[src/rtl/vps_cfg.svh]
`ifndef VPS_CFG_SVH
`define VPS_CFG_SVH

`define VPS_CORE_HZ           200000000
`define VPS_BCLK_SLOW_HZ      128000
`define VPS_BCLK_MID_HZ       256000
`define VPS_BCLK_FAST_HZ      512000
`define VPS_SLAVE_BCLK_MAX_HZ 2048000
`define VPS_FRAME_HZ          8000
`define VPS_LONG_SYNC_CYC     8
`define VPS_MAX_LINKS         3
`define VPS_FIFO_DEPTH        8

`define VPS_OFS_CTRL          8'h00
`define VPS_OFS_SLOTS         8'h04
`define VPS_OFS_STATUS        8'h08
`define VPS_OFS_RXDATA        8'h0C
`define VPS_OFS_TX0           8'h10

`define VPS_CTRL_W            18
`define VPS_CTRL_RST          18'h00000
`define VPS_SLOTS_RST         4'h0
`define VPS_STAT_OVR_BIT      0

`endif

[src/rtl/vps_pkg.sv]
`default_nettype none
package vps_pkg;

  typedef enum logic [1:0] {VPS_FMT_LONG, VPS_FMT_SHORT, VPS_FMT_GCI} vps_fmt_t;
  typedef enum logic [1:0] {VPS_LIN13, VPS_LIN16, VPS_ULAW, VPS_ALAW} vps_sample_t;
  typedef enum logic [1:0] {VPS_FILL_SIGN, VPS_FILL_ZERO, VPS_FILL_ATTEN} vps_fill_t;
  typedef enum logic [1:0] {VPS_BCLK_SLOW, VPS_BCLK_MID, VPS_BCLK_FAST} vps_rate_t;
  typedef enum logic [1:0] {VPS_IDLE, VPS_ARMED, VPS_ACTIVE} vps_state_t;

  typedef struct packed {
    logic [2:0]  atten;
    vps_rate_t   rate;
    logic        sync_mute;
    logic        mute;
    logic        late_release;
    logic        lsb_first;
    vps_fill_t   fill;
    logic        slot16;
    vps_sample_t sample;
    vps_fmt_t    fmt;
    logic        master;
    logic        enable;
  } vps_ctrl_t;

  typedef struct packed {
    logic       in_frame;
    logic       cap;
    logic       last;
    logic [1:0] slot;
    logic [3:0] k;
  } vps_bit_t;

  typedef struct packed {
    logic [1:0]  slot;
    logic [15:0] word;
  } vps_rx_t;

endpackage
`default_nettype wire

[src/rtl/vps_fifo.sv]
`default_nettype none
module vps_fifo #(
  parameter int WIDTH = 18,
  parameter int DEPTH = 8
) (
  input  wire logic                       clk_in,
  input  wire logic                       rst_b_in,
  input  wire logic                       ce_in,
  input  wire logic                       wr_valid_in,
  output logic                            wr_ready_out,
  input  wire logic [WIDTH-1:0]           wr_data_in,
  output logic                            rd_valid_out,
  input  wire logic                       rd_ready_in,
  output logic [WIDTH-1:0]                rd_data_out,
  output logic [$clog2(DEPTH+1)-1:0]      level_out
);
  localparam int AW = (DEPTH > 1) ? $clog2(DEPTH) : 1;
  localparam int LW = $clog2(DEPTH + 1);

  logic [WIDTH-1:0] mem [DEPTH];
  logic [AW-1:0]    wr_ptr;
  logic [AW-1:0]    rd_ptr;
  logic [LW-1:0]    count;
  logic             push;
  logic             pop;

  assign wr_ready_out = (count != LW'(DEPTH));
  assign rd_valid_out = (count != '0);
  assign rd_data_out  = mem[rd_ptr];
  assign level_out    = count;
  assign push         = wr_valid_in & wr_ready_out;
  assign pop          = rd_ready_in & rd_valid_out;

  always_ff @(posedge clk_in) begin
    if (ce_in && push) begin
      mem[wr_ptr] <= wr_data_in;
    end
  end

  always_ff @(posedge clk_in or negedge rst_b_in) begin
    if (!rst_b_in) begin
      wr_ptr <= '0;
      rd_ptr <= '0;
      count  <= '0;
    end else if (ce_in) begin
      if (push) begin
        wr_ptr <= (wr_ptr == AW'(DEPTH - 1)) ? '0 : AW'(wr_ptr + 1'b1);
      end
      if (pop) begin
        rd_ptr <= (rd_ptr == AW'(DEPTH - 1)) ? '0 : AW'(rd_ptr + 1'b1);
      end
      if (push && !pop) begin
        count <= LW'(count + 1'b1);
      end else if (pop && !push) begin
        count <= LW'(count - 1'b1);
      end
    end
  end
endmodule // vps_fifo
`default_nettype wire

[src/rtl/vps_port.sv]
`include "vps_cfg.svh"
`default_nettype none
module vps_port #(
  parameter int FIFO_DEPTH = `VPS_FIFO_DEPTH
) (
  input  wire logic        core_clk_in,
  input  wire logic        rst_b_in,
  input  wire logic        ce_in,
  input  wire logic        s_axi_awvalid_in,
  output logic             s_axi_awready_out,
  input  wire logic [7:0]  s_axi_awaddr_in,
  input  wire logic        s_axi_wvalid_in,
  output logic             s_axi_wready_out,
  input  wire logic [31:0] s_axi_wdata_in,
  input  wire logic [3:0]  s_axi_wstrb_in,
  output logic             s_axi_bvalid_out,
  input  wire logic        s_axi_bready_in,
  output logic [1:0]       s_axi_bresp_out,
  input  wire logic        s_axi_arvalid_in,
  output logic             s_axi_arready_out,
  input  wire logic [7:0]  s_axi_araddr_in,
  output logic             s_axi_rvalid_out,
  input  wire logic        s_axi_rready_in,
  output logic [31:0]      s_axi_rdata_out,
  output logic [1:0]       s_axi_rresp_out,
  input  wire logic        bclk_in,
  output logic             bclk_out,
  output logic             bclk_oe_out,
  input  wire logic        fsync_in,
  output logic             fsync_out,
  output logic             fsync_oe_out,
  input  wire logic        sdin_in,
  output logic             sdout_out,
  output logic             sdout_oe_out
);
  localparam int LW = $clog2(FIFO_DEPTH + 1);
  localparam int HALF_SLOW = `VPS_CORE_HZ / (2 * `VPS_BCLK_SLOW_HZ);
  localparam int HALF_MID  = `VPS_CORE_HZ / (2 * `VPS_BCLK_MID_HZ);
  localparam int HALF_FAST = `VPS_CORE_HZ / (2 * `VPS_BCLK_FAST_HZ);
  localparam int FC_SLOW   = `VPS_BCLK_SLOW_HZ / `VPS_FRAME_HZ;
  localparam int FC_MID    = `VPS_BCLK_MID_HZ / `VPS_FRAME_HZ;
  localparam int FC_FAST   = `VPS_BCLK_FAST_HZ / `VPS_FRAME_HZ;

  vps_pkg::vps_ctrl_t  ctrl;
  vps_pkg::vps_state_t state;
  vps_pkg::vps_bit_t   lb;
  vps_pkg::vps_bit_t   cb;
  vps_pkg::vps_rx_t    rx_entry;
  vps_pkg::vps_rx_t    rx_head;
  logic [3:0]  slot_en;
  logic [3:0]  slot_eff;
  logic [15:0] tx_slot [4];
  logic [15:0] tx_shadow [4];
  logic        aw_held;
  logic        w_held;
  logic [7:0]  aw_addr;
  logic [31:0] w_data;
  logic [3:0]  w_strb;
  logic        do_write;
  logic        ar_hs;
  logic        next_aw_held;
  logic        next_w_held;
  logic        next_bvalid;
  logic        next_rvalid;
  logic [32:0] rd_word;
  logic [31:0] wr_merged;
  logic        overrun;
  logic        push;
  logic        fifo_ready;
  logic        fifo_valid;
  logic        pop;
  logic [LW-1:0] fifo_level;
  logic [2:0]  clk_s;
  logic [2:0]  sync_s;
  logic [1:0]  sdin_s;
  logic [9:0]  div_cnt;
  logic [9:0]  half_m1;
  logic [6:0]  mcyc;
  logic [6:0]  fc_m1;
  logic [6:0]  next_mcyc;
  logic        lclk;
  logic        lclk_d;
  logic        lsync;
  logic        lsync_d;
  logic        rise_ev;
  logic        fall_ev;
  logic        go_long;
  logic        go_short;
  logic        launch_ev;
  logic        cap_ev;
  logic [6:0]  pos;
  logic [6:0]  launch_pos;
  logic [15:0] rx_sh;
  logic [15:0] rx_next;

  // Master timing; the divider rounds each half period down to whole core cycles.
  always_comb begin
    case (ctrl.rate)
      vps_pkg::VPS_BCLK_MID: begin
        half_m1 = 10'(HALF_MID - 1);
        fc_m1   = 7'(FC_MID - 1);
      end
      vps_pkg::VPS_BCLK_FAST: begin
        half_m1 = 10'(HALF_FAST - 1);
        fc_m1   = 7'(FC_FAST - 1);
      end
      default: begin
        half_m1 = 10'(HALF_SLOW - 1);
        fc_m1   = 7'(FC_SLOW - 1);
      end
    endcase
  end

  assign next_mcyc = (mcyc == fc_m1) ? 7'h00 : 7'(mcyc + 7'h01);

  always_ff @(posedge core_clk_in or negedge rst_b_in) begin
    if (!rst_b_in) begin
      div_cnt   <= 10'h000;
      bclk_out  <= 1'b0;
      fsync_out <= 1'b0;
      mcyc      <= 7'h00;
    end else if (ce_in) begin
      if (!(ctrl.enable && ctrl.master)) begin
        div_cnt   <= 10'h000;
        bclk_out  <= 1'b0;
        fsync_out <= 1'b0;
        mcyc      <= fc_m1;
      end else if (div_cnt == half_m1) begin
        div_cnt  <= 10'h000;
        bclk_out <= ~bclk_out;
        if (!bclk_out) begin
          mcyc <= next_mcyc;
          if (ctrl.sync_mute) begin
            fsync_out <= 1'b0;
          end else begin
            case (ctrl.fmt)
              vps_pkg::VPS_FMT_SHORT: fsync_out <= (next_mcyc == fc_m1);
              vps_pkg::VPS_FMT_GCI:   fsync_out <= (next_mcyc == 7'h00);
              default: fsync_out <= (next_mcyc < 7'(`VPS_LONG_SYNC_CYC));
            endcase
          end
        end
      end else begin
        div_cnt <= 10'(div_cnt + 10'h001);
      end
    end
  end

  always_ff @(posedge core_clk_in or negedge rst_b_in) begin
    if (!rst_b_in) begin
      bclk_oe_out  <= 1'b0;
      fsync_oe_out <= 1'b0;
    end else if (ce_in) begin
      bclk_oe_out  <= ctrl.enable & ctrl.master;
      fsync_oe_out <= ctrl.enable & ctrl.master;
    end
  end

  // Pins are synchronised; the 48.8 core cycles of a 2048 kHz half period leave ample margin.
  always_ff @(posedge core_clk_in or negedge rst_b_in) begin
    if (!rst_b_in) begin
      clk_s  <= 3'h0;
      sync_s <= 3'h0;
      sdin_s <= 2'h0;
    end else if (ce_in) begin
      clk_s  <= {clk_s[1:0], bclk_in};
      sync_s <= {sync_s[1:0], fsync_in};
      sdin_s <= {sdin_s[0], sdin_in};
    end
  end

  assign lclk    = ctrl.master ? bclk_out : clk_s[2];
  assign lsync   = ctrl.master ? fsync_out : sync_s[2];
  assign rise_ev = lclk & ~lclk_d;
  assign fall_ev = ~lclk & lclk_d;

  always_ff @(posedge core_clk_in or negedge rst_b_in) begin
    if (!rst_b_in) begin
      lclk_d  <= 1'b0;
      lsync_d <= 1'b0;
    end else if (ce_in) begin
      lclk_d  <= lclk;
      lsync_d <= lsync;
    end
  end

  function automatic vps_pkg::vps_bit_t bit_info(input logic [6:0] p);
    vps_pkg::vps_bit_t r;
    logic [6:0] b;
    b = (ctrl.fmt == vps_pkg::VPS_FMT_GCI) ? {1'b0, p[6:1]} : p;
    r.cap = (ctrl.fmt != vps_pkg::VPS_FMT_GCI) | p[0];
    if (ctrl.slot16 && ctrl.fmt != vps_pkg::VPS_FMT_GCI) begin
      r.in_frame = ~b[6];
      r.slot     = b[5:4];
      r.k        = b[3:0];
      r.last     = (b[3:0] == 4'hF);
    end else begin
      r.in_frame = (b[6:5] == 2'h0);
      r.slot     = b[4:3];
      r.k        = {1'b0, b[2:0]};
      r.last     = (b[2:0] == 3'h7);
    end
    return r;
  endfunction

  function automatic logic [3:0] bit_index(input logic [3:0] k, input logic wide);
    if (ctrl.lsb_first) begin
      return k;
    end
    return wide ? 4'(4'hF - k) : 4'(4'h7 - k);
  endfunction

  function automatic logic [15:0] fill_word(input logic [15:0] s);
    logic        lin13;
    logic [15:0] w;
    lin13 = (ctrl.sample == vps_pkg::VPS_LIN13);
    case (ctrl.sample)
      vps_pkg::VPS_LIN16: w = s;
      vps_pkg::VPS_LIN13: w = {s[12:0], 3'h0};
      default: w = {s[7:0], 8'h00};
    endcase
    case (ctrl.fill)
      vps_pkg::VPS_FILL_SIGN: w = lin13 ? {{3{s[12]}}, s[12:0]} : {{8{s[7]}}, s[7:0]};
      vps_pkg::VPS_FILL_ATTEN: w = {w[15:3], ctrl.atten};
      default: w = w;
    endcase
    if (ctrl.sample == vps_pkg::VPS_LIN16) begin
      w = s;
    end
    return w;
  endfunction

  // A fourth enabled slot is ignored so that at most three links run at once.
  assign slot_eff = (slot_en == 4'hF) ? 4'h7 : slot_en;

  assign go_long    = (ctrl.fmt != vps_pkg::VPS_FMT_SHORT) & lsync & ~lsync_d;
  assign go_short   = (state == vps_pkg::VPS_ARMED) & rise_ev;
  assign launch_ev  = go_long | go_short | ((state == vps_pkg::VPS_ACTIVE) & rise_ev);
  assign launch_pos = (go_long | go_short) ? 7'h00 : 7'(pos + 7'h01);
  assign cap_ev     = (state == vps_pkg::VPS_ACTIVE) & fall_ev & ~go_long;
  assign lb         = bit_info(launch_pos);
  assign cb         = bit_info(pos);

  // A new long sync restarts the frame, which relies on a steady partner clock.
  always_ff @(posedge core_clk_in or negedge rst_b_in) begin
    if (!rst_b_in) begin
      state <= vps_pkg::VPS_IDLE;
      pos   <= 7'h00;
    end else if (ce_in) begin
      if (!ctrl.enable) begin
        state <= vps_pkg::VPS_IDLE;
      end else if (go_long || go_short) begin
        state <= vps_pkg::VPS_ACTIVE;
        pos   <= 7'h00;
      end else if (ctrl.fmt == vps_pkg::VPS_FMT_SHORT && fall_ev && lsync) begin
        state <= vps_pkg::VPS_ARMED;
      end else if (state == vps_pkg::VPS_ACTIVE && rise_ev) begin
        pos <= launch_pos;
        if (!lb.in_frame) begin
          state <= vps_pkg::VPS_IDLE;
        end
      end
    end
  end

  always_ff @(posedge core_clk_in or negedge rst_b_in) begin
    if (!rst_b_in) begin
      sdout_out    <= 1'b0;
      sdout_oe_out <= 1'b0;
    end else if (ce_in) begin
      if (!ctrl.enable) begin
        sdout_oe_out <= 1'b0;
        sdout_out    <= 1'b0;
      end else if (launch_ev) begin
        sdout_oe_out <= lb.in_frame & slot_eff[lb.slot];
        sdout_out    <= lb.in_frame & ~ctrl.mute & tx_bit(lb);
      end else if (cap_ev && cb.last && cb.cap && !ctrl.late_release) begin
        sdout_oe_out <= 1'b0;
      end
    end
  end

  function automatic logic tx_bit(input vps_pkg::vps_bit_t b);
    logic        wide;
    logic [15:0] w;
    wide = ctrl.slot16 & (ctrl.fmt != vps_pkg::VPS_FMT_GCI);
    w    = wide ? fill_word(tx_shadow[b.slot]) : {8'h00, tx_shadow[b.slot][7:0]};
    return w[bit_index(b.k, wide)];
  endfunction

  always_comb begin
    rx_next = rx_sh;
    rx_next[bit_index(cb.k, ctrl.slot16 & (ctrl.fmt != vps_pkg::VPS_FMT_GCI))] = sdin_s[1];
  end

  assign push     = cap_ev & cb.cap & cb.last & cb.in_frame & slot_eff[cb.slot];
  assign rx_entry = '{slot: cb.slot, word: rx_next};

  always_ff @(posedge core_clk_in or negedge rst_b_in) begin
    if (!rst_b_in) begin
      rx_sh <= 16'h0000;
    end else if (ce_in) begin
      if (launch_ev && launch_pos == 7'h00) begin
        rx_sh <= 16'h0000;
      end else if (cap_ev && cb.cap) begin
        rx_sh <= (cb.last) ? 16'h0000 : rx_next;
      end
    end
  end

  vps_fifo #(
    .WIDTH ($bits(vps_pkg::vps_rx_t)),
    .DEPTH (FIFO_DEPTH)
  ) u_rx_fifo (
    .clk_in       (core_clk_in),
    .rst_b_in     (rst_b_in),
    .ce_in        (ce_in),
    .wr_valid_in  (push),
    .wr_ready_out (fifo_ready),
    .wr_data_in   (rx_entry),
    .rd_valid_out (fifo_valid),
    .rd_ready_in  (pop),
    .rd_data_out  (rx_head),
    .level_out    (fifo_level)
  );

  // Audio cannot wait, so a full buffer drops the word and records the loss.
  always_ff @(posedge core_clk_in or negedge rst_b_in) begin
    if (!rst_b_in) begin
      overrun <= 1'b0;
    end else if (ce_in) begin
      if (push && !fifo_ready) begin
        overrun <= 1'b1;
      end else if (do_write && aw_addr == `VPS_OFS_STATUS
                   && w_strb[0] && w_data[`VPS_STAT_OVR_BIT]) begin
        overrun <= 1'b0;
      end
    end
  end

  function automatic logic [31:0] merge(input logic [31:0] old_v);
    logic [31:0] r;
    r = old_v;
    for (int i = 0; i < 4; i++) begin
      if (w_strb[i]) begin
        r[8*i +: 8] = w_data[8*i +: 8];
      end
    end
    return r;
  endfunction

  assign do_write     = aw_held & w_held & ~s_axi_bvalid_out;
  assign ar_hs        = s_axi_arvalid_in & s_axi_arready_out;
  assign next_aw_held = (aw_held | (s_axi_awvalid_in & s_axi_awready_out)) & ~do_write;
  assign next_w_held  = (w_held | (s_axi_wvalid_in & s_axi_wready_out)) & ~do_write;
  assign next_bvalid  = do_write | (s_axi_bvalid_out & ~s_axi_bready_in);
  assign next_rvalid  = ar_hs | (s_axi_rvalid_out & ~s_axi_rready_in);
  assign pop          = ar_hs & (s_axi_araddr_in == `VPS_OFS_RXDATA) & fifo_valid;
  assign wr_merged    = merge(32'(ctrl));

  always_ff @(posedge core_clk_in or negedge rst_b_in) begin
    if (!rst_b_in) begin
      aw_held           <= 1'b0;
      w_held            <= 1'b0;
      aw_addr           <= 8'h00;
      w_data            <= 32'h00000000;
      w_strb            <= 4'h0;
      s_axi_awready_out <= 1'b0;
      s_axi_wready_out  <= 1'b0;
      s_axi_bvalid_out  <= 1'b0;
      s_axi_bresp_out   <= 2'h0;
    end else if (ce_in) begin
      aw_held           <= next_aw_held;
      w_held            <= next_w_held;
      s_axi_awready_out <= ~next_aw_held & ~next_bvalid;
      s_axi_wready_out  <= ~next_w_held & ~next_bvalid;
      s_axi_bvalid_out  <= next_bvalid;
      if (s_axi_awvalid_in && s_axi_awready_out) begin
        aw_addr <= s_axi_awaddr_in;
      end
      if (s_axi_wvalid_in && s_axi_wready_out) begin
        w_data <= s_axi_wdata_in;
        w_strb <= s_axi_wstrb_in;
      end
      if (do_write) begin
        s_axi_bresp_out <= (aw_addr <= 8'h1C && aw_addr[1:0] == 2'h0) ? 2'h0 : 2'h2;
      end
    end
  end

  always_ff @(posedge core_clk_in or negedge rst_b_in) begin
    if (!rst_b_in) begin
      ctrl    <= `VPS_CTRL_RST;
      slot_en <= `VPS_SLOTS_RST;
    end else if (ce_in && do_write) begin
      if (aw_addr == `VPS_OFS_CTRL) begin
        ctrl <= vps_pkg::vps_ctrl_t'(wr_merged[`VPS_CTRL_W-1:0]);
      end
      if (aw_addr == `VPS_OFS_SLOTS && w_strb[0]) begin
        slot_en <= w_data[3:0];
      end
    end
  end

  for (genvar i = 0; i < 4; i++) begin : g_tx
    logic [31:0] tx_merged;
    assign tx_merged = merge({16'h0000, tx_slot[i]});
    always_ff @(posedge core_clk_in or negedge rst_b_in) begin
      if (!rst_b_in) begin
        tx_slot[i]   <= 16'h0000;
        tx_shadow[i] <= 16'h0000;
      end else if (ce_in) begin
        if (do_write && aw_addr == 8'(`VPS_OFS_TX0 + 4 * i)) begin
          tx_slot[i] <= tx_merged[15:0];
        end
        if (go_long || go_short) begin
          tx_shadow[i] <= tx_slot[i];
        end
      end
    end
  end

  always_comb begin
    case (s_axi_araddr_in)
      `VPS_OFS_CTRL:   rd_word = {1'b0, 32'(ctrl)};
      `VPS_OFS_SLOTS:  rd_word = {1'b0, 28'h0000000, slot_en};
      `VPS_OFS_STATUS: rd_word = {1'b0, 16'(fifo_level), 12'h000, 2'(state),
                                  fifo_valid, overrun};
      `VPS_OFS_RXDATA: rd_word = {1'b0, 13'h0000, fifo_valid, rx_head};
      8'h10:           rd_word = {1'b0, 16'h0000, tx_slot[0]};
      8'h14:           rd_word = {1'b0, 16'h0000, tx_slot[1]};
      8'h18:           rd_word = {1'b0, 16'h0000, tx_slot[2]};
      8'h1C:           rd_word = {1'b0, 16'h0000, tx_slot[3]};
      default:         rd_word = {1'b1, 32'h00000000};
    endcase
  end

  always_ff @(posedge core_clk_in or negedge rst_b_in) begin
    if (!rst_b_in) begin
      s_axi_arready_out <= 1'b0;
      s_axi_rvalid_out  <= 1'b0;
      s_axi_rdata_out   <= 32'h00000000;
      s_axi_rresp_out   <= 2'h0;
    end else if (ce_in) begin
      s_axi_arready_out <= ~next_rvalid;
      s_axi_rvalid_out  <= next_rvalid;
      if (ar_hs) begin
        s_axi_rdata_out <= rd_word[31:0];
        s_axi_rresp_out <= rd_word[32] ? 2'h2 : 2'h0;
      end
    end
  end
endmodule // vps_port
`default_nettype wire

[config.mk]
export PLATFORM = sky130hd
export DESIGN_NAME = vps_port
export DESIGN_NICKNAME = d
export VERILOG_FILES = /design/src/rtl/vps_pkg.sv /design/src/rtl/vps_fifo.sv /design/src/rtl/vps_port.sv
export VERILOG_INCLUDE_DIRS = /design/src /design/src/rtl
export SDC_FILE = /design/constraint.sdc
export NUM_CORES = 1
export LEC_CHECK = 0
export BUFFER_PORTS_ARGS = -buffer_cell sky130_fd_sc_hd__buf_2
export CAP_MARGIN = 10
export CORE_MARGIN = 2
export CORE_UTILIZATION = 40
export DETAILED_ROUTE_END_ITERATION = 6
export GPL_ROUTABILITY_DRIVEN = 0
export PLACE_DENSITY = 0.56
export SYNTH_ARGS = -nofsm -noshare
export SYNTH_HDL_FRONTEND = slang
export SYNTH_SLANG_ARGS = --single-unit
[constraint.sdc]
create_clock -name core_clk_in -period 9.5 [get_ports core_clk_in]
set_input_delay 1.425 -clock core_clk_in [delete_from_list [all_inputs] [get_ports core_clk_in]]
set_output_delay 1.425 -clock core_clk_in [all_outputs]
set_load 0.02 [all_outputs]
== Word level (Yosys, flattened, before mapping) ==
Memory sizes are Yosys's and may differ from the RTL's.
Index checks and enable logic that the tools add are counted.
Operators by class
  reductions and logical operators: 74
  mux-type cells: 85
  add/subtract/negate cells: 11
  equality and inequality tests: 39
  order comparisons: 8
  multiply operators: 0
  div/mod/pow operators: 0
  bitwise logic cells: 56
  shift-type cells: 0
Operators with widths (count)
  case mux 33 bit (8 select lines): 1
  two-way mux 16 bit: 12
  two-way mux 7 bit: 11
  equality test 8 x 5 -> 1 bit (second input constant): 8
  two-way mux 4 bit: 12
  AND reduction 3 bit: 13
  bitwise AND 1 bit: 32
  binary-select mux 16 bit (select 2 bit): 1
  case mux 16 bit (2 select lines): 1
  AND reduction 2 bit: 14
  logical AND 1 bit: 27
  two-way mux 1 bit: 27
  equality test 8 x 4 -> 1 bit (second input constant): 3
  two-way mux 10 bit: 2
  case mux 10 bit (2 select lines): 1
  bitwise mux 16 bit: 1
  equality test 8 x 3 -> 1 bit (second input constant): 2
  zero test 8 bit: 2
  inverter 1 bit: 16
  adder 7 x 1 -> 7 bit (second input constant): 2
  equality test 7 bit: 2
  zero test 7 bit: 2
  two-way mux 2 bit: 7
  case mux 6 bit (2 select lines): 1
  other kinds (37): 73
Storage, ports and cells
  output and inout port bits: 47
  bits in writable memories: 144
  flip-flop bits (word level): 290
  logic and storage cells: 333
  bits in latches: 0
  memory bits (read-only): 0
  memories: 1
  input port bits: 63
Memories
  u_rx_fifo.mem: depth 8, width 18, read ports 1, clocked after memory_dff 0, write ports 1, RTL line vps_fifo.sv:20  | logic [WIDTH-1:0] mem [DEPTH];

== Depth between registers and ports, before layout ==
  depth after elaboration: 23
  gate-level depth with buffers: 16
  depth with buffers taken out: 15

== Hierarchy ==
Synthesis repeated with hierarchy kept, for this count alone.
Second synthesis, totals
  cell total of the unflattened synthesis: 1445
  area, all modules: 19521.2 um^2
Modules (own cells, without submodules)
  vps_port: area an instance 13301.5 um^2, seq. area each 6656.4 um^2, times used 1, cells an instance 1172
  vps_fifo: area an instance 6219.7 um^2, seq. area each 4574.4 um^2, times used 1, cells an instance 273

== Worst setup path after synthesis ==
Ideal clock, no wire load.
  path kind: input to register
  from: input port s_axi_araddr_in[6]
  to: register u_rx_fifo.count[3], in the netlist u_rx_fifo.level_out[3]
  buffers on the path: 1
  arrival: 4105 ps
  setup time: 125 ps
  stages on the path: 14
  data required time: 9375 ps
  slack: 5270 ps
  cells stage by stage: or4_1 -> nor2_1 -> nand2_1 -> nor3b_1 -> clkbuf_1 -> nand4_1 -> ha_1 -> inv_1 -> ha_1 -> a21o_1 -> a21oi_1 -> xnor2_1 -> nor2_1 -> xor2_1
On the way
  cells in the longest elaborated chain, start to end: 8
  elaborated cells on any way between the ends: 10
  classes of those cells: 1 x eq/ne; 1 x mux; 3 x bitwise; 5 x reduce/logical
RTL lines
  start, declared: RTL line vps_port.sv:21  | input wire logic [7:0] s_axi_araddr_in,
  equality test 8 x 4 -> 1 bit *
  bitwise AND 1 bit * (2 in series): RTL line vps_port.sv:358  | assign pop = ar_hs & (s_axi_araddr_in == `VPS_OFS_RXDATA) & fifo_valid;
  bitwise AND 1 bit *: RTL line vps_fifo.sv:32  | assign pop = rd_ready_in & rd_valid_out;
  zero test 1 bit: RTL line vps_fifo.sv:52  | if (push && !pop) begin
  logical AND 1 bit: RTL line vps_fifo.sv:52
  nonzero test 2 bit (no source line)
  AND reduction 2 bit (no source line)
  end signal, assigned: RTL line vps_fifo.sv:53  | count <= LW'(count + 1'b1);
  end signal, assigned: RTL line vps_fifo.sv:55  | count <= LW'(count - 1'b1);
  end, declared: RTL line vps_fifo.sv:23  | logic [LW-1:0] count;
Mark *: on every way between the ends. The rest lies on a longest branch, timed or not.
A chain may end at the register's enable or synchronous reset.

== Worst setup path in the final report ==
  from: input port ce_in
  to: register tx_slot[46] (netlist name)
On the way
  cells in the longest elaborated chain, start to end: 1
RTL lines
  start, declared: RTL line vps_port.sv:8  | input wire logic ce_in,
  AND reduction 3 bit (no source line)
  end signal, assigned by index: RTL line vps_port.sv:414  | tx_slot[i] <= tx_merged[15:0];
  end, declared: RTL line vps_port.sv:52  | logic [15:0] tx_slot [4];
Every way passes these cells.

==> results.txt <==
Outcome = finished, final reports clean
Grt ovf = 0
Port bufs = 80
DRT Pass-1 Iters = 5
CP max FO = 35
Startpoint types = primary input
Ys flop type = dfrtp_1
Post-Layout Cell Count = 2209
EDFF count, synth = 144
Clk Latency, worst-skew pair = 0.57 ns
CTS Buffer Depth = 3
Reg area = 11200 µm²
Leak = 9.76 nW
Fin crit period = 4.70 ns
Most frequent cells in the layout = dfrtp_1, mux2_2, edfxtp_1
IO Pins = 110
# setup viols final = 0
Max Fclk = 213 MHz
RSZ-0062 raised after global routing = false
Worst-margin pin slew = 1.09 ns
Detailed placement HPWL = 32300 µm
Largest net degree at the start of global routing = 105
Gate count after technology mapping = 1470
Final Worst Setup Slack = 4.80 ns
Ys Warns = 0
Global-route wire length before repair = 75900 µm
Multi-input gate area = 7880 µm²
Worst min path class = reg2reg
Initial DRC count = 1204
Share of cells above drive strength 1 = 0.304
Final hold violation count = 0
Rel. slew slack = 0.272
Placed insts = 2124
Layout area overhead = 13.2%
Async SR Flop Fraction = 0.657
CTS HTree Levels = 2
Finished Cell Area = 22100 µm²
Die Area = 50700 µm²
Die Y = 225 µm
All-Layer GR Usage = 0.198
Clock transition at path regs = 0.06 ns
Critical Path RT = 9.95 ns
Setup TNS = 0 ns
# diodes = 0
Post-CTS Setup Repair Bufs = 0
CTS tree = done
Initial antenna violation count = 0
Die W = 225 µm
Tot Pwr = 0.00466 W
Most common cell after layout, fill and taps aside = dfrtp_1
Row cnt = 81
CTS root buf = clkbuf_16
Initial Utilization = 0.403
Reg-to-reg startpoint = ctrl[2]$_DFFE_PN0P_
Via count = 12487
R2r setup slk = 5.16 ns
Dpl cell area = 20600 µm²
Hold Startpoint = s_axi_rdata_out[7]$_DFFE_PN0P_
Dpl ws = 4.20 ns
Routed WL per cell = 22.3 µm
Critical path class = in2reg
Worst Skew = 0.0124 ns
Synth Cell Area = 19500 µm²
Detail Route Antenna Nets = 0
Syn_area_per_cell = 13.3 µm²
CP arrival = 5.15 ns
Vias in the first global route = 12461
Seq/Total Area, Yosys = 0.575
Max cap viols = 0
Post-CTS sizing = 0
Cts hold-fix bufs = 0
Fin nets = 1630
CTS sink cnt = 420
Drt total wl = 49300 µm
Via/cell ratio = 5.65
Worst setup startpoint = ce_in
# fillers = 4405
Final Max Slew Viols = 0
Peak VDD IR = 0.122 mV
Core area = 48500 µm²
Seq cells post-synth = 420
PwrDens = 211 nW/µm²
# DRC = 0
Share of the clock period used by the worst path = 0.495
Netlist cell types = 81
CTS buffer count = 46
Worst Setup End Kind = flop
## report_power, final
group	internal (W)	switching, W
clock network	0.00107	0.000710
registers	0.00201	0.000164
logic	0.000281	0.000416
## cell usage after synthesis (16+ instances only)
master | count | area, µm²
edfxtp_1 | 144 | 4320
ha_1 | 16 | 200
inv_1 | 26 | 97.6
mux2_2 | 229 | 2580
nand3_1 | 44 | 220
mux4_2 | 39 | 878
a222oi_1 | 27 | 270
nor2_1 | 69 | 259
o21ai_0 | 66 | 330
nor3_1 | 17 | 85.1
a21oi_1 | 39 | 195
a21o_1 | 22 | 165
clkbuf_1 | 51 | 191
nand2_1 | 113 | 424
buf_4 | 18 | 135
mux2i_1 | 46 | 460
dfrtp_1 | 276 | 6910
## layer usage
metal | share of wire | vias to the layer above | track usage
li1 | - | 5675 | -
met1 | 0.46 | 6428 | 0.289
met2 | 0.46 | 329 | 0.309
met3 | 0.053 | 55 | 0.0256
met4 | 0.021 | 0 | 0.0581
met5 | 0 | - | 0
## worst paths after layout
path                                                        to  cells after the start
min in group asynchronous               div_cnt[0]$_DFFE_PN0P_                      1
max in group asynchronous            tx_shadow[49]$_DFFE_PN0P_                      3
worst min-delay path            s_axi_rdata_out[7]$_DFFE_PN0P_                      1
worst max register to register  u_rx_fifo.mem[1][15]$_DFFE_PP_                     10
worst min register to register  s_axi_rdata_out[7]$_DFFE_PN0P_                      1
worst max-delay path                   tx_slot[46]$_DFFE_PN0P_                      7
## flip-flops by register name, indices dropped and copies added (netlist names), 3 cells and up
signal,flops
u_rx_fifo.wr_ptr,3
aw_addr,8
rx_sh,16
w_data,18
slot_en,4
mcyc,7
sync_s,3
ctrl,18
u_rx_fifo.rd_ptr,3
u_rx_fifo.level_out,4
div_cnt,10
tx_shadow,64
s_axi_rdata_out,20
w_strb,3
pos,7
clk_s,3
u_rx_fifo.mem,144
tx_slot,64
## worst max-delay path, stage by stage
cell and delay (ns):
buf_2 0.56, inv_1 0.36, or4_1 0.56, nor4_1 0.55, nand3_1 0.38, nor2_1 0.87
mux2_2 0.42
## cell type report
type | instances | area share
Inverter | 26 | 0.00441
Clock inverter | 12 | 0.00514
Tap cell | 622 | 0.0352
Sequential cell | 420 | 0.507
Timing Repair Buffer | 108 | 0.0280
Multi-Input combinational cell | 948 | 0.356
Clock buffer | 73 | 0.0640
## through the flow
stage          hold slack, ns   util
2_1_floorplan           0.444      -
3_3_place_gp            0.454  0.424
3_5_place_dp            0.460  0.424
4_1_cts                 0.473  0.456
5_1_grt                 0.494  0.456
6_report                0.469  0.456
## cells by family (layout without fill, tap and decap cells)
family	Yosys count	in the layout	synth area share
and+or+nand+nor	329	329	0.0809
AOI/OAI and AO/OA	243	243	0.0878
xor gates and xnor gates	29	29	0.0141
DFF	420	420	0.575
other	1	14	0.000192
muxes	316	316	0.203
buffers and inverters	115	219	0.0285
adders and majority gates	17	17	0.0113
(Power assumes the default switching activity.)
